<file path="src/rtl/asfn_pkg.sv">
// Shared constants and carrier types for the audio bus superframe node
package asfn_pkg;
  localparam int unsigned CLK_HZ     = 125000000;
  localparam int unsigned SF_RATE_HZ = 48000;
  localparam int unsigned FRAME_BITS = 1024;
  localparam int unsigned CNT_W      = 10;
  // Bit enable from a phase accumulator: FRAME_BITS * SF_RATE_HZ / CLK_HZ per clock
  localparam int unsigned ACC_W      = 16;
  localparam longint     ACC_ONE    = 64'h0000_0000_0001_0000;
  localparam logic [15:0] BIT_STEP  =
    16'((longint'(FRAME_BITS) * longint'(SF_RATE_HZ) * ACC_ONE + longint'(CLK_HZ / 2)) / longint'(CLK_HZ));

  // Superframe layout, in bit times from the start of the preamble
  localparam int unsigned PRE_BITS   = 8;
  localparam logic [7:0]  PREAMBLE   = 8'hB2;
  localparam int unsigned CW_BITS    = 24;
  localparam int unsigned CF_BITS    = PRE_BITS + CW_BITS;
  localparam int unsigned SLOT_BITS  = 16;
  localparam int unsigned SLOTS      = 8;
  localparam int unsigned DN_START   = CF_BITS;
  localparam int unsigned DN_END     = DN_START + SLOTS * SLOT_BITS;
  localparam int unsigned RESP_START = 512;
  localparam int unsigned RW_BITS    = 16;
  localparam int unsigned RF_BITS    = PRE_BITS + RW_BITS;
  localparam int unsigned UP_START   = RESP_START + RF_BITS;
  localparam int unsigned UP_END     = UP_START + SLOTS * SLOT_BITS;

  // Control port
  localparam logic [3:0] ADDR_HI     = 4'h6;
  localparam int unsigned REG_NUM    = 16;
  localparam logic [3:0] REG_RX_SLOT = 4'h0;
  localparam logic [3:0] REG_TX_SLOT = 4'h1;
  localparam logic [3:0] REG_SYNC_DLY = 4'h2;
  localparam logic [3:0] REG_STATUS  = 4'h3;
  localparam logic [7:0] REG_RESET   = 8'h00;

  typedef enum logic [2:0] {PH_CTRL, PH_DN, PH_GAP_DN, PH_RESP, PH_UP, PH_GAP_UP} asfn_phase_t;
  typedef enum logic [2:0] {ST_IDLE, ST_ADDR, ST_AACK, ST_WR, ST_WACK, ST_RD, ST_RACK} asfn_i2c_t;

  typedef struct packed {
    logic [3:0] node;
    logic       wr;
    logic [2:0] pad;
    logic [7:0] reg_addr;
    logic [7:0] data;
  } asfn_ctrl_t;

  typedef struct packed {
    logic [3:0] node;
    logic [3:0] pad;
    logic [7:0] data;
  } asfn_resp_t;
endpackage

</file>
<file path="src/rtl/asfn_node.sv">
// Superframe node: timing, slot sequencing, audio hand-over and control port target
`timescale 1ns/1ps
`default_nettype none

module asfn_fifo #(
  parameter int unsigned WIDTH = 16,
  parameter int unsigned DEPTH = 8
) (
  input  wire logic             clk,
  input  wire logic             resetn,
  input  wire logic             in_valid,
  output logic                  in_ready,
  input  wire logic [WIDTH-1:0] in_data,
  output logic                  out_valid,
  input  wire logic             out_ready,
  output logic [WIDTH-1:0]      out_data
);
  localparam int unsigned AW = $clog2(DEPTH);
  logic [WIDTH-1:0] mem_q [DEPTH];
  logic [AW-1:0]    wp_q;
  logic [AW-1:0]    rp_q;
  logic [AW:0]      cnt_q;
  logic             push;
  logic             pop;

  assign in_ready  = (cnt_q != (AW+1)'(DEPTH));
  assign out_valid = (cnt_q != '0);
  assign out_data  = mem_q[rp_q];
  assign push      = in_valid && in_ready;
  assign pop       = out_valid && out_ready;

  always_ff @(posedge clk) begin
    if (push) begin
      mem_q[wp_q] <= in_data;
    end
  end

  always_ff @(posedge clk) begin
    if (!resetn) begin
      wp_q  <= '0;
      rp_q  <= '0;
      cnt_q <= '0;
    end else begin
      if (push) begin
        wp_q <= (wp_q == AW'(DEPTH - 1)) ? '0 : wp_q + 1'b1;
      end
      if (pop) begin
        rp_q <= (rp_q == AW'(DEPTH - 1)) ? '0 : rp_q + 1'b1;
      end
      cnt_q <= cnt_q + (AW+1)'(push) - (AW+1)'(pop);
    end
  end
endmodule

// Operation
// - Main node generates clock, sync and framing for all subordinates.
// - Superframes run at the sync rate; bus bits at 1024 times it.
// - Superframe holds downstream period, upstream period and undriven period.
// - At most 32 equal-width slots per direction per superframe.
// - Main sends preamble then control data as the sync control frame.
// - Downstream slots follow control frame; subordinates take and add slots; here subordinates only take and forward them downstream.
// - Last subordinate answers each control frame with a sync response frame.
// - Upstream slots follow the response frame; nodes consume and contribute.
// - Control and response frames carry node addressing for remote access.
// - All nodes sample in the same superframe in both directions.
// - Sync output has a register-programmable fine delay.
// - Port samples go on the bus next superframe, and vice versa.
// - Port-to-port audio between nodes takes two frames plus delays.
// - Control port is target-only on main; subordinate supports several initiators.
// - Control port runs at 100 kbps or 400 kbps.
// - Seven-bit addressing, single and burst transfers, clock stretching.
// - Local address from two strap pins latched at reset; four devices.
// - Subordinate answers only its local device address.
// - Main also answers the remote-access address.
// - Address bit 0 clear selects local register access.
// - Address bit 0 set makes main forward the transfer over the bus.
module asfn_node #(
  parameter int unsigned SAMPLE_W  = asfn_pkg::SLOT_BITS,
  parameter int unsigned FIFO_DEPTH = 8
) (
  input  wire logic                clk,
  input  wire logic                resetn,
  input  wire logic                is_main,
  input  wire logic                last_node,
  input  wire logic [3:0]          node_id,
  input  wire logic                address_strap_low,
  input  wire logic                address_strap_high,
  input  wire logic                sync_in,
  output logic                     sync_out,
  input  wire logic                aud_in_valid,
  output logic                     aud_in_ready,
  input  wire logic [SAMPLE_W-1:0] aud_in_data,
  output logic                     aud_out_valid,
  output logic [SAMPLE_W-1:0]      aud_out_data,
  input  wire logic                a_rx,
  output logic                     a_tx,
  output logic                     a_oe,
  input  wire logic                b_rx,
  output logic                     b_tx,
  output logic                     b_oe,
  input  wire logic                scl_in,
  output logic                     scl_oe,
  input  wire logic                sda_in,
  output logic                     sda_oe
);
  localparam int unsigned CW = asfn_pkg::CNT_W;

  function automatic logic [CW-1:0] slot_off(input logic [CW-1:0] cnt, input int unsigned start);
    slot_off = cnt - CW'(start);
  endfunction

  // Bit timing
  logic [15:0]   acc_q;
  logic [16:0]   acc_sum;
  logic          bit_en;
  logic [CW-1:0] bit_cnt_q;
  logic          locked_q;
  logic          sync_q;
  logic          sync_rise;
  logic [7:0]    pre_sr_q;
  logic          pre_hit;
  logic          frame_tick;
  asfn_pkg::asfn_phase_t phase;

  assign acc_sum   = {1'b0, acc_q} + {1'b0, asfn_pkg::BIT_STEP};
  assign bit_en    = acc_sum[16];
  assign sync_rise = sync_in && !sync_q;
  assign pre_hit   = !is_main && bit_en && ({pre_sr_q[6:0], a_rx} == asfn_pkg::PREAMBLE) &&
                     (!locked_q || bit_cnt_q == CW'(asfn_pkg::PRE_BITS - 1));
  assign frame_tick = is_main ? sync_rise : pre_hit;

  always_ff @(posedge clk) begin
    if (!resetn) begin
      acc_q     <= '0;
      bit_cnt_q <= '0;
      locked_q  <= 1'b0;
      sync_q    <= 1'b0;
      pre_sr_q  <= '0;
    end else begin
      sync_q <= sync_in;
      if (bit_en) begin
        pre_sr_q <= {pre_sr_q[6:0], a_rx};
      end
      if (is_main && sync_rise) begin
        // Main restarts the superframe on every host sync rising edge
        acc_q     <= '0;
        bit_cnt_q <= '0;
        locked_q  <= 1'b1;
      end else if (pre_hit) begin
        acc_q     <= acc_sum[15:0];
        bit_cnt_q <= CW'(asfn_pkg::PRE_BITS);
        locked_q  <= 1'b1;
      end else begin
        acc_q <= acc_sum[15:0];
        if (bit_en) begin
          bit_cnt_q <= (bit_cnt_q == CW'(asfn_pkg::FRAME_BITS - 1)) ? '0 : bit_cnt_q + 1'b1;
        end
      end
    end
  end

  always_comb begin
    if (bit_cnt_q < CW'(asfn_pkg::CF_BITS)) begin
      phase = asfn_pkg::PH_CTRL;
    end else if (bit_cnt_q < CW'(asfn_pkg::DN_END)) begin
      phase = asfn_pkg::PH_DN;
    end else if (bit_cnt_q < CW'(asfn_pkg::RESP_START)) begin
      phase = asfn_pkg::PH_GAP_DN;
    end else if (bit_cnt_q < CW'(asfn_pkg::UP_START)) begin
      phase = asfn_pkg::PH_RESP;
    end else if (bit_cnt_q < CW'(asfn_pkg::UP_END)) begin
      phase = asfn_pkg::PH_UP;
    end else begin
      phase = asfn_pkg::PH_GAP_UP;
    end
  end

  // Registers and control port shared state
  logic [7:0]  regs_q [asfn_pkg::REG_NUM];
  logic [6:0]  local_addr_q;
  logic        strap_done_q;
  logic [7:0]  rem_node_q;
  logic [7:0]  rem_reg_q;
  logic [7:0]  rem_data_q;
  logic        rem_pend_q;
  logic [7:0]  rem_rdata_q;
  asfn_pkg::asfn_ctrl_t cf_word_q;
  asfn_pkg::asfn_ctrl_t cw_rx;
  logic [asfn_pkg::CW_BITS-1:0] cw_sr_q;
  logic [7:0]  last_reg_q;

  // Audio path
  logic                out_valid_f;
  logic [SAMPLE_W-1:0] out_data_f;
  logic [SAMPLE_W-1:0] tx_word_q;
  logic [SAMPLE_W-1:0] rx_sr_q;
  logic [SAMPLE_W-1:0] rx_hold_q;
  logic [CW-1:0]       dn_off;
  logic [CW-1:0]       up_off;
  logic [3:0]          bit_pos;
  logic [CW-1:0]       slot_idx;
  logic                rx_win;
  logic                rx_bit;
  logic                tx_own;

  asfn_fifo #(.WIDTH(SAMPLE_W), .DEPTH(FIFO_DEPTH)) u_in_fifo (
    .clk       (clk),
    .resetn    (resetn),
    .in_valid  (aud_in_valid),
    .in_ready  (aud_in_ready),
    .in_data   (aud_in_data),
    .out_valid (out_valid_f),
    .out_ready (frame_tick),
    .out_data  (out_data_f)
  );

  assign dn_off   = slot_off(bit_cnt_q, asfn_pkg::DN_START);
  assign up_off   = slot_off(bit_cnt_q, asfn_pkg::UP_START);
  assign rx_win   = is_main ? (phase == asfn_pkg::PH_UP) : (phase == asfn_pkg::PH_DN);
  assign rx_bit   = is_main ? b_rx : a_rx;
  assign slot_idx = (phase == asfn_pkg::PH_UP ? up_off : dn_off) / CW'(asfn_pkg::SLOT_BITS);
  assign bit_pos  = 4'((phase == asfn_pkg::PH_UP ? up_off : dn_off) % CW'(asfn_pkg::SLOT_BITS));
  assign tx_own   = (slot_idx == CW'(regs_q[asfn_pkg::REG_TX_SLOT]));
  assign cw_rx    = cw_sr_q;

  always_ff @(posedge clk) begin
    if (!resetn) begin
      tx_word_q     <= '0;
      rx_sr_q       <= '0;
      rx_hold_q     <= '0;
      aud_out_valid <= 1'b0;
      aud_out_data  <= '0;
    end else begin
      aud_out_valid <= frame_tick;
      if (frame_tick) begin
        // Sample taken last superframe goes out now; a starved port sends zeros
        tx_word_q    <= out_valid_f ? out_data_f : '0;
        aud_out_data <= rx_hold_q;
      end
      if (bit_en && rx_win) begin
        rx_sr_q <= {rx_sr_q[SAMPLE_W-2:0], rx_bit};
        if (bit_pos == 4'(asfn_pkg::SLOT_BITS - 1) && slot_idx == CW'(regs_q[asfn_pkg::REG_RX_SLOT])) begin
          rx_hold_q <= {rx_sr_q[SAMPLE_W-2:0], rx_bit};
        end
      end
    end
  end

  // Line transmit, one bit per bit enable; undriven in gap periods
  logic [CW-1:0] cf_pos;
  logic [CW-1:0] rf_pos;
  logic [asfn_pkg::CF_BITS-1:0] cf_bits;
  asfn_pkg::asfn_resp_t resp_w;
  logic [asfn_pkg::RF_BITS-1:0] rf_bits;

  assign cf_pos  = CW'(asfn_pkg::CF_BITS - 1) - bit_cnt_q;
  assign cf_bits = {asfn_pkg::PREAMBLE, cf_word_q};
  assign rf_pos  = CW'(asfn_pkg::UP_START - 1) - bit_cnt_q;
  assign resp_w  = '{node: node_id, pad: 4'h0, data: regs_q[last_reg_q[3:0]]};
  assign rf_bits = {asfn_pkg::PREAMBLE, resp_w};

  always_ff @(posedge clk) begin
    if (!resetn) begin
      b_tx <= 1'b0;
      b_oe <= 1'b0;
      a_tx <= 1'b0;
      a_oe <= 1'b0;
    end else if (bit_en) begin
      if (is_main) begin
        b_oe <= locked_q && (phase == asfn_pkg::PH_CTRL || phase == asfn_pkg::PH_DN);
        if (phase == asfn_pkg::PH_CTRL) begin
          b_tx <= cf_bits[cf_pos[4:0]];
        end else begin
          b_tx <= (phase == asfn_pkg::PH_DN) && tx_own && tx_word_q[4'(SAMPLE_W - 1) - bit_pos];
        end
        a_oe <= 1'b0;
        a_tx <= 1'b0;
      end else begin
        // Forwarding adds one bit time per hop
        b_oe <= locked_q && !last_node && (phase == asfn_pkg::PH_CTRL || phase == asfn_pkg::PH_DN);
        b_tx <= a_rx;
        a_oe <= locked_q && (phase == asfn_pkg::PH_RESP || phase == asfn_pkg::PH_UP);
        if (phase == asfn_pkg::PH_RESP) begin
          a_tx <= last_node ? rf_bits[rf_pos[4:0]] : b_rx;
        end else if (phase == asfn_pkg::PH_UP && tx_own) begin
          a_tx <= tx_word_q[4'(SAMPLE_W - 1) - bit_pos];
        end else begin
          a_tx <= !last_node && b_rx;
        end
      end
    end
  end

  // Control frame capture on subordinate, response capture on main
  logic [asfn_pkg::RW_BITS-1:0] rw_sr_q;
  logic cw_apply;

  assign cw_apply = !is_main && bit_en && bit_cnt_q == CW'(asfn_pkg::CF_BITS - 1) &&
                    cw_rx.wr && cw_rx.node == node_id;

  always_ff @(posedge clk) begin
    if (!resetn) begin
      cw_sr_q     <= '0;
      rw_sr_q     <= '0;
      last_reg_q  <= '0;
      rem_rdata_q <= '0;
    end else if (bit_en) begin
      if (!is_main && phase == asfn_pkg::PH_CTRL && bit_cnt_q >= CW'(asfn_pkg::PRE_BITS)) begin
        cw_sr_q <= {cw_sr_q[asfn_pkg::CW_BITS-2:0], a_rx};
      end
      if (!is_main && bit_cnt_q == CW'(asfn_pkg::CF_BITS) && cw_rx.node == node_id) begin
        last_reg_q <= cw_rx.reg_addr;
      end
      if (is_main && phase == asfn_pkg::PH_RESP) begin
        rw_sr_q <= {rw_sr_q[asfn_pkg::RW_BITS-2:0], b_rx};
        if (bit_cnt_q == CW'(asfn_pkg::UP_START - 1)) begin
          rem_rdata_q <= {rw_sr_q[6:0], b_rx};
        end
      end
    end
  end

  // Sync output with fine delay in clock cycles
  logic [7:0] dly_q;
  logic       dly_run_q;

  always_ff @(posedge clk) begin
    if (!resetn) begin
      dly_q     <= '0;
      dly_run_q <= 1'b0;
      sync_out  <= 1'b0;
    end else begin
      sync_out <= 1'b0;
      if (!is_main && frame_tick) begin
        dly_q     <= regs_q[asfn_pkg::REG_SYNC_DLY];
        dly_run_q <= 1'b1;
      end else if (dly_run_q) begin
        if (dly_q == '0) begin
          sync_out  <= 1'b1;
          dly_run_q <= 1'b0;
        end else begin
          dly_q <= dly_q - 1'b1;
        end
      end
    end
  end

  // Control port target; inputs are sampled directly, so SCL edges at either rate are seen
  asfn_pkg::asfn_i2c_t st_q;
  logic       scl_q;
  logic       sda_q;
  logic [7:0] sh_q;
  logic [3:0] bitc_q;
  logic       rw_q;
  logic       remote_q;
  logic       nack_q;
  logic [1:0] bidx_q;
  logic [3:0] ptr_q;
  logic       scl_rise;
  logic       scl_fall;
  logic       start_c;
  logic       stop_c;
  logic       byte_wr;
  logic [7:0] rd_byte;
  logic [7:0] status;

  assign scl_rise = scl_in && !scl_q;
  assign scl_fall = !scl_in && scl_q;
  assign start_c  = scl_in && scl_q && sda_q && !sda_in;
  assign stop_c   = scl_in && scl_q && !sda_q && sda_in;
  assign byte_wr  = scl_fall && st_q == asfn_pkg::ST_WR && bitc_q == 4'h8;
  assign status   = {5'h00, locked_q, is_main, last_node};
  assign rd_byte  = remote_q ? rem_rdata_q : (ptr_q == asfn_pkg::REG_STATUS ? status : regs_q[ptr_q]);
  // Hold SCL low while a forwarded write waits for its control frame
  assign scl_oe   = remote_q && rem_pend_q && !scl_in && st_q == asfn_pkg::ST_WR;

  always_ff @(posedge clk) begin
    if (!resetn) begin
      local_addr_q <= '0;
      strap_done_q <= 1'b0;
    end else if (!strap_done_q) begin
      local_addr_q <= {asfn_pkg::ADDR_HI, address_strap_high, address_strap_low, 1'b0};
      strap_done_q <= 1'b1;
    end
  end

  always_ff @(posedge clk) begin
    if (!resetn) begin
      st_q     <= asfn_pkg::ST_IDLE;
      scl_q    <= 1'b1;
      sda_q    <= 1'b1;
      sh_q     <= '0;
      bitc_q   <= '0;
      rw_q     <= 1'b0;
      remote_q <= 1'b0;
      nack_q   <= 1'b0;
      sda_oe   <= 1'b0;
    end else begin
      scl_q <= scl_in;
      sda_q <= sda_in;
      if (start_c) begin
        // Repeated start accepted anywhere; another initiator may take over
        st_q   <= asfn_pkg::ST_ADDR;
        bitc_q <= '0;
        sda_oe <= 1'b0;
      end else if (stop_c) begin
        st_q   <= asfn_pkg::ST_IDLE;
        sda_oe <= 1'b0;
      end else begin
        case (st_q)
          asfn_pkg::ST_ADDR, asfn_pkg::ST_WR: begin
            if (scl_rise) begin
              sh_q   <= {sh_q[6:0], sda_in};
              bitc_q <= bitc_q + 1'b1;
            end else if (scl_fall && bitc_q == 4'h8 && st_q == asfn_pkg::ST_ADDR) begin
              rw_q     <= sh_q[0];
              remote_q <= sh_q[1];
              if (sh_q[7:1] == local_addr_q ||
                  (is_main && sh_q[7:1] == (local_addr_q | 7'h01))) begin
                st_q   <= asfn_pkg::ST_AACK;
                sda_oe <= 1'b1;
              end else begin
                st_q <= asfn_pkg::ST_IDLE;
              end
            end else if (byte_wr) begin
              st_q   <= asfn_pkg::ST_WACK;
              sda_oe <= 1'b1;
            end
          end
          asfn_pkg::ST_AACK, asfn_pkg::ST_WACK: begin
            if (scl_fall) begin
              if (rw_q) begin
                st_q   <= asfn_pkg::ST_RD;
                sh_q   <= {rd_byte[6:0], 1'b0};
                sda_oe <= !rd_byte[7];
                bitc_q <= 4'h1;
              end else begin
                st_q   <= asfn_pkg::ST_WR;
                sda_oe <= 1'b0;
                bitc_q <= '0;
              end
            end
          end
          asfn_pkg::ST_RD: begin
            if (scl_fall) begin
              if (bitc_q == 4'h8) begin
                st_q   <= asfn_pkg::ST_RACK;
                sda_oe <= 1'b0;
              end else begin
                sda_oe <= !sh_q[7];
                sh_q   <= {sh_q[6:0], 1'b0};
                bitc_q <= bitc_q + 1'b1;
              end
            end
          end
          asfn_pkg::ST_RACK: begin
            if (scl_rise) begin
              nack_q <= sda_in;
            end else if (scl_fall) begin
              if (nack_q) begin
                st_q <= asfn_pkg::ST_IDLE;
              end else begin
                st_q   <= asfn_pkg::ST_RD;
                sh_q   <= {rd_byte[6:0], 1'b0};
                sda_oe <= !rd_byte[7];
                bitc_q <= 4'h1;
              end
            end
          end
          default: begin
            sda_oe <= 1'b0;
          end
        endcase
      end
    end
  end

  // Register pointer, local writes, forwarded writes and the main's control word
  logic rd_adv;
  // Advance as each byte ends, so the next burst byte is loaded from the new address
  assign rd_adv = scl_fall && st_q == asfn_pkg::ST_RD && bitc_q == 4'h8 && !remote_q;

  always_ff @(posedge clk) begin
    if (!resetn) begin
      for (int i = 0; i < int'(asfn_pkg::REG_NUM); i++) begin
        regs_q[i] <= asfn_pkg::REG_RESET;
      end
      ptr_q      <= '0;
      bidx_q     <= '0;
      rem_node_q <= '0;
      rem_reg_q  <= '0;
      rem_data_q <= '0;
      rem_pend_q <= 1'b0;
      cf_word_q  <= '0;
    end else begin
      if (st_q == asfn_pkg::ST_ADDR) begin
        bidx_q <= '0;
      end
      if (frame_tick && is_main) begin
        cf_word_q  <= '{node: rem_node_q[3:0], wr: rem_pend_q, pad: 3'h0,
                        reg_addr: rem_reg_q, data: rem_data_q};
        rem_pend_q <= 1'b0;
      end
      if (cw_apply) begin
        regs_q[cw_rx.reg_addr[3:0]] <= cw_rx.data;
      end
      if (rd_adv) begin
        ptr_q <= ptr_q + 1'b1;
      end
      if (byte_wr) begin
        if (bidx_q != 2'h3) begin
          bidx_q <= bidx_q + 1'b1;
        end
        if (remote_q) begin
          if (bidx_q == 2'h0) begin
            rem_node_q <= sh_q;
          end else if (bidx_q == 2'h1) begin
            rem_reg_q <= sh_q;
          end else if (!rem_pend_q) begin
            rem_data_q <= sh_q;
            rem_pend_q <= 1'b1;
          end
        end else if (bidx_q == 2'h0) begin
          ptr_q <= sh_q[3:0];
        end else begin
          if (ptr_q != asfn_pkg::REG_STATUS) begin
            regs_q[ptr_q] <= sh_q;
          end
          ptr_q <= ptr_q + 1'b1;
        end
      end
    end
  end
endmodule

`default_nettype wire

</file>
<file path="config.mk">
export PLATFORM = sky130hd
export DESIGN_NAME = asfn_node
export DESIGN_NICKNAME = d
export VERILOG_FILES = /design/src/rtl/asfn_pkg.sv /design/src/rtl/asfn_node.sv
export SDC_FILE = /design/constraint.sdc
export NUM_CORES = 1
export LEC_CHECK = 0
export BUFFER_PORTS_ARGS = -buffer_cell sky130_fd_sc_hd__buf_2
export CAP_MARGIN = 25
export CORE_ASPECT_RATIO = 1.4
export CORE_MARGIN = 4
export CORE_UTILIZATION = 60
export DETAILED_ROUTE_END_ITERATION = 8
export GPL_TIMING_DRIVEN = 0
export PLACE_DENSITY = 0.77
export SLEW_MARGIN = 20
export SYNTH_ARGS = -nofsm -noshare
export SYNTH_HDL_FRONTEND = slang
export SYNTH_HIERARCHICAL = 1
export SYNTH_SLANG_ARGS = --single-unit
export TNS_END_PERCENT = 20
</file>
<file path="constraint.sdc">
create_clock -name clk -period 4.8 [get_ports clk]
set_input_delay 0.96 -clock clk [delete_from_list [all_inputs] [get_ports clk]]
set_output_delay 0.96 -clock clk [all_outputs]
set_load 0.03 [all_outputs]
</file>
==> results of run 1 <==
## area by class of cell
class                   count  area, sq um  area share (%)
inverters                  30        112.6          0.4180
clock buffers              66         1424           5.285
clock inverters            22        277.8           1.031
multi-input cells        1526        10770           39.98
plain buffers             159        703.2           2.610
repair buffers             68        396.6           1.472
well taps                 528        660.6           2.452
diodes                      1        2.502        0.009289
flip-flops and latches    501        12590           46.74
## tightest hold or removal path, cell delays in order (launching register included)
cell and delay, ps:
dfxtp_1 310, nand2_1 50, a21oi_1 50
## how the worst max path moves through the flow
| stage | start | to | slack (ps) |
|---|---|---|---|
| finish | bit_cnt_q[0] | u_in_fifo/cnt_q[2] | 890 |
| global route | bit_cnt_q[6] | u_in_fifo/cnt_q[2] | 620 |
| CTS | bit_cnt_q[0] | u_in_fifo/cnt_q[2] | 940 |
| detailed placement | a_rx | u_in_fifo/cnt_q[2] | 450 |
| global placement | aud_in_valid | u_in_fifo/mem_q[0][14] | 430 |
| floorplan | a_rx | u_in_fifo/cnt_q[1] | 1340 |
## metrics by stage
| step | area (sq um) | std cells |
|---|---|---|
| floorplan | 24130 | 2216 |
| global placement | 25070 | 2798 |
| detailed placement | 25220 | 2811 |
| CTS | 26930 | 2899 |
| global route | 26940 | 2901 |
| finish | 26940 | 2901 |
## power by group through the flow
stage / registers, W / clock network (W) / logic (W)
6_report: 0.00481 / 0.00401 / 0.000756
5_1_grt: 0.00482 / 0.00421 / 0.000812
4_1_cts: 0.00480 / 0.00402 / 0.000748
3_5_place_dp: 0.00489 / 0 / 0.000733
3_3_place_gp: 0.00488 / 0 / 0.000692
2_1_floorplan: 0.00483 / 0 / 0.000492
## cells by family after synthesis
logic type                 Yosys count  synth area share [%]
AOI/OAI and AO/OA                  396                 9.938
adders and majority gates           33                 1.742
and+or+nand+nor                    820                 15.16
buffers and inverters              189                 3.380
xor gates and xnor gates            47                 1.706
DFF                                501                 52.17
muxes                              230                 15.90
## cell usage in the layout (no fill, tap or decap), types with 6 or more instances in the layout
cell and count:
nand2_1 419, edfxtp_1 256, dfxtp_1 245, nor2_1 175
o21ai_0 164, a21oi_1 115, clkbuf_1 111, mux2i_1 98
mux4_2 81, buf_2 79, nand3_1 56, clkbuf_16 52
a22o_1 32, ha_1 32, xnor2_1 29, mux4_1 29
inv_1 28, nor3_1 24, mux2_2 20, and2_1 19
xor2_1 18, buf_1 17, nand2b_1 16, a211oi_1 15
buf_4 13, nand4_1 12, nor2b_1 11, and3_1 11
nor4_1 9, nand3b_1 9, a211o_1 9, o211ai_1 8
buf_6 8, nor3_2 8, or3_1 8, clkinv_2 8
clkbuf_8 7, nor3b_1 6, a221oi_1 6
## flip-flops by register name, indices dropped and copies added, names as in the netlist, 10 cells and up, named ones only
register         flops
regs_q             128
u_in_fifo/mem_q    128
cw_rx               24
cf_bits             21
aud_out_data        16
rx_hold_q           16
tx_word_q           16
acc_q               15
rx_sr_q             15
bit_cnt_q           10
## metal layers
layer  share of wire, %  wire length (um)  up-vias  global-route usage, %
met5                  0                 0        -                      0
met4                7.1              5260        0                  20.21
met3                9.8              7242      285                  6.444
met2                 48             35770     1109                  56.15
met1                 35             25900     9111                  40.67
li1                   -                 -     8314                      -
==> flow_metrics.env, run 1 <==
export IMPL_ys_warn_count=6
export IMPL_synth_most_common_cell="nand2_1"
export IMPL_finalNetCount=2399
export IMPL_cts_buffers=48
export IMPL_combPwrFrac_pct=7.9
export IMPL_leakage_nw=8.904
export IMPL_ys_flop_type="edfxtp_1"
export IMPL_p_clk_share_pct=41.9
export IMPL_start_util_pct=60.95
export IMPL_finalSetupViolations=0
export IMPL_core_area_sq_mm=0.03960
export IMPL_hp_class="flip-flop to flip-flop"
export IMPL_period_needed_ps=3913
export IMPL_grt_pass1_vias=18710
export IMPL_yosysSeqAreaShare_pct=52.17
export IMPL_critPathBufInv=4
export IMPL_dp_slack_ps=452.3
export IMPL_fin_setup_tns_ps=0
export IMPL_avgSynthCellArea_sq_um=10.89
export IMPL_wl_per_cell_um=25.57
export IMPL_cts_htree_levels=2
export IMPL_rsz0062_at_grt="false"
export IMPL_fin_skew_ps=29.96
export IMPL_io_pins=57
export IMPL_final_core_util_pct=68.04
export IMPL_port_buffers=54
export IMPL_ir_worst_vdd_mv=0.4005
export IMPL_detailed_place_hpwl_um=52830
export IMPL_clkSinkCount=501
export IMPL_cp_top_family="simple AND/OR/NAND/NOR gates"
export IMPL_period_share_pct=81.52
export IMPL_die_w_um=177.5
export IMPL_synth_cell_types=83
export IMPL_power_per_cell_area_mw_per_mm2=355.2
export IMPL_antenna_found_initial=3
export IMPL_worstPathRequired_ps=5290
export IMPL_synthCells=2216
export IMPL_cp_data_arrival_time_ps=4400
export IMPL_fp_dieH_um=245.3
export IMPL_synthTopCellsByArea="edfxtp_1 (32%), dfxtp_1 (20%), mux4_2 (7.6%)"
export IMPL_drive_above_1_share_pct=13.32
export IMPL_synth_seq_cells=501
export IMPL_routed_wl_um=74170
export IMPL_cts_tree="done"
export IMPL_setup_worst_path_end_class="flip-flop"
export IMPL_rows=86
export IMPL_vias=18820
export IMPL_root_buffer="clkbuf_16"
export IMPL_r2r_start="bit_cnt_q[0]"
export IMPL_dieArea_sq_mm=0.04354
export IMPL_slowest_stage="dfxtp_1"
export IMPL_status="finished clean"
export IMPL_crit_path_start_kind="flip-flop"
export IMPL_syn_num_nets=2281
export IMPL_ctsResizeCount=0
export IMPL_synth_common_cells="nand2_1 (419), edfxtp_1 (256), dfxtp_1 (245), nor2_1 (178), o21ai_0 (164)"
export IMPL_synthToLayoutAreaGrowth_pct=11.63
export IMPL_yosys_area_top_type_share_pct=31.85
export IMPL_p_sw_w=0.002319
export IMPL_grt_max_degree=17
export IMPL_worst_pin_slew_ps=1126
export IMPL_grt_pass1_wl_um=110800
export IMPL_reg2reg_to="u_in_fifo/cnt_q[2]"
export IMPL_hold_violations=0
export IMPL_route_detailed_drc=0
export IMPL_synth_top_area_cell="edfxtp_1"
export IMPL_synth_edf_count=256
export IMPL_worstSkewPairLatency_ps=610
export IMPL_swShare_pct=24.24
export IMPL_slowest_delay_ps=440
export IMPL_firstDrtPassIters=6
export IMPL_path_clk_slew_ps=60
export IMPL_crit_path_cell_trace="ha_1, nand2_1, nand4b_1, a21oi_1, and4_1, buf_2, clkinv_1, nand2_1, and2_1, clkbuf_1, ha_1, inv_1, ha_1, fa_1, xor2_1, and2_1"
export IMPL_cp_common_cell="ha_1"
export IMPL_drtIter0Drc=2118
export IMPL_path_depth=16
export IMPL_cap_viol_max_count=0
export IMPL_p_int_w=0.007251
export IMPL_vias_per_cell=6.487
export IMPL_worstPathMaxFanout=8
export IMPL_regToRegSetupSlack_ps=890
export IMPL_slew_violations=0
export IMPL_p_total_w=0.009570
export IMPL_grt_overflow=0
export IMPL_worstRegToRegCells=16
export IMPL_whs_ps=447.8
export IMPL_hold_path_endpoint="cf_bits[3]"
export IMPL_path_class="flip-flop to flip-flop"
export IMPL_fillers=3000
export IMPL_fmaxAchievable_mhz=255.6
export IMPL_clockBufferDepth=3
export IMPL_slew_headroom_pct=24.95
export IMPL_cts_hold_buf=0
export IMPL_seqPwrFrac_pct=50.2
export IMPL_post_cts_repair_setup_buffers=0
export IMPL_finalWeightedCongestion=1.051
export IMPL_hp_start="rem_data_q[3]"
export IMPL_setup_ws_ps=887.0
export IMPL_synthesis_area_sq_mm=0.02413
export IMPL_holdPathStages=2
export IMPL_async_flop_share_pct=0
export IMPL_detail_route_antenna_nets=0
export IMPL_grt_usage_pct=33.73
No activity file was read; power rests on OpenSTA's default activity.
==> run 2: changes to the inputs <==
- clock period: 4.8 -> 4.02 ns (I/O delays scaled with it)
==> run 2 against run 1 <==
  * Clock power increased by 19%
  * Sequential share of layout area about the same
  * Via count barely moved
  * Final cell count is the same
  * Power is 19% higher
  * Worst setup slack worse by 610 ps
  * Critical path type unchanged
  * Largest power group unchanged
  * Highest routed layer unchanged
==> flow_metrics.env, run 2 (same netlist as run 1, synthesis figures left out) <==
export IMPL_status="finished clean"
export IMPL_leakage_nw=8.905
export IMPL_worstPathMaxFanout=8
export IMPL_post_cts_repair_setup_buffers=0
export IMPL_fp_dieH_um=245.3
export IMPL_setup_ws_ps=278.7
export IMPL_grt_usage_pct=33.73
export IMPL_dieArea_sq_mm=0.04354
export IMPL_antenna_found_initial=3
export IMPL_vias=18810
export IMPL_cts_buffers=48
export IMPL_finalNetCount=2399
export IMPL_cap_viol_max_count=0
export IMPL_start_util_pct=60.95
export IMPL_wl_per_cell_um=25.58
export IMPL_slowest_delay_ps=440
export IMPL_clockBufferDepth=3
export IMPL_combPwrFrac_pct=7.9
export IMPL_fmaxAchievable_mhz=267.3
export IMPL_ir_worst_vdd_mv=0.4774
export IMPL_die_w_um=177.5
export IMPL_root_buffer="clkbuf_16"
export IMPL_dp_slack_ps=-171.7
export IMPL_vias_per_cell=6.484
export IMPL_seqPwrFrac_pct=50.3
export IMPL_crit_path_start_kind="flip-flop"
export IMPL_route_detailed_drc=0
export IMPL_rows=86
export IMPL_worstSkewPairLatency_ps=610
export IMPL_io_pins=57
export IMPL_hold_violations=0
export IMPL_rsz0062_at_grt="false"
export IMPL_detail_route_antenna_nets=0
export IMPL_path_class="flip-flop to flip-flop"
export IMPL_p_int_w=0.008658
export IMPL_cts_htree_levels=2
export IMPL_setup_worst_path_end_class="flip-flop"
export IMPL_fin_skew_ps=31.02
export IMPL_final_cell_mix="nand2_1 (418), edfxtp_1 (256), dfxtp_1 (245), nor2_1 (175), o21ai_0 (164)"
export IMPL_p_sw_w=0.002765
export IMPL_hp_class="flip-flop to flip-flop"
export IMPL_cts_hold_buf=0
export IMPL_path_clk_slew_ps=60
export IMPL_period_needed_ps=3741
export IMPL_power_per_cell_area_mw_per_mm2=423.8
export IMPL_slew_headroom_pct=24.94
export IMPL_clkSinkCount=501
export IMPL_cts_tree="done"
export IMPL_drive_above_1_share_pct=13.45
export IMPL_finalSetupViolations=0
export IMPL_period_share_pct=93.07
export IMPL_grt_max_degree=17
export IMPL_firstDrtPassIters=6
export IMPL_detailed_place_hpwl_um=52830
export IMPL_layout_commonest_cell="nand2_1"
export IMPL_slew_violations=0
export IMPL_worst_pin_slew_ps=1126
export IMPL_swShare_pct=24.21
export IMPL_dp_cells=2811
export IMPL_grt_pass1_wl_um=110800
export IMPL_port_buffers=54
export IMPL_stdcell_count=2901
export IMPL_core_area_sq_mm=0.03960
export IMPL_grt_pass1_vias=18710
export IMPL_worstPathRequired_ps=4510
export IMPL_cp_data_arrival_time_ps=4230
export IMPL_cp_common_cell="ha_1"
export IMPL_crit_path_cell_trace="ha_1, nand2_1, nand4b_1, a21oi_1, and4_1, buf_2, clkinvlp_4, nand2_2, and2_1, clkbuf_1, ha_1, inv_1, ha_1, fa_1, xor2_1, and2_1"
export IMPL_synthToLayoutAreaGrowth_pct=11.68
export IMPL_finalWeightedCongestion=1.051
export IMPL_grt_overflow=0
export IMPL_fin_setup_tns_ps=0
export IMPL_routed_wl_um=74220
export IMPL_slowest_stage="dfxtp_1"
export IMPL_drtIter0Drc=2025
export IMPL_p_clk_share_pct=41.9
[run 2: cell count changes in the layout (fill, tap and decap cells not counted), sizes merged]
cell      before  now
clkinvlp       4    5
clkinv        15   14
[run 2: repair_timing]
item	in CTS	in global routing
gates resized for setup	0	3
endpoints found under the hold margin	0	0
endpoints found under the setup margin	0	3
[run 2: critical path, delay by kind of cell (launching register included)]
kind,cells,cell delay (ps)
fa+ha+maj,4,960
simple gates,6,1170
buf+inv,4,760
compound gates,1,160
xor+xnor,1,150
flops,1,440
[run 2: stage by stage]
step                      utilization [%]  instance area, sq um  hold slack (ps)  total power (W)
after detailed placement            63.70                 25220            446.2         0.006713
after floorplan                         -                 24130            417.4         0.006359
after global routing                68.06                 26950            459.9          0.01175
final                               68.06                 26950            445.7          0.01142
after CTS                           68.00                 26930            436.8          0.01142
after global placement              63.30                 25070            431.4         0.006648
[run 2: area by class of cell]
class                      instances  area, sq um
fill                            2997        12650
clock inverter                    22        277.8
sequential                       501        12590
tap                              528        660.6
clock buffer                      66         1424
multi-input combinational       1526        10780
inverter                          30        116.4
timing repair buffer              68        396.6
buffer                           159        703.2
antenna                            1        2.502
[run 2: power by group through the flow]
stage	Sequential [W]	Combinational, W	Clock, W
2_1_floorplan	0.00577	0.000588	0
3_3_place_gp	0.00582	0.000826	0
3_5_place_dp	0.00584	0.000875	0
4_1_cts	0.00573	0.000893	0.00480
5_1_grt	0.00575	0.000970	0.00503
6_report	0.00574	0.000901	0.00478
[run 2: layer usage]
metal / vias to the layer above / track usage (%) / part of all wire [%]
met5: - / 0 / 0
met2: 1097 / 56.15 / 48
li1: 8315 / - / -
met3: 303 / 6.444 / 9.8
met1: 9095 / 40.67 / 35
met4: 0 / 20.21 / 7.1
[run 2: worst paths after layout]
check               start                 end  cells past startpoint  slack (ps)
max          bit_cnt_q[0]  u_in_fifo/cnt_q[2]                     16         280
min          rem_reg_q[4]         cf_bits[12]                      2         450
min reg2reg  rem_reg_q[4]         cf_bits[12]                      2         450
max reg2reg  bit_cnt_q[0]  u_in_fifo/cnt_q[2]                     16         280
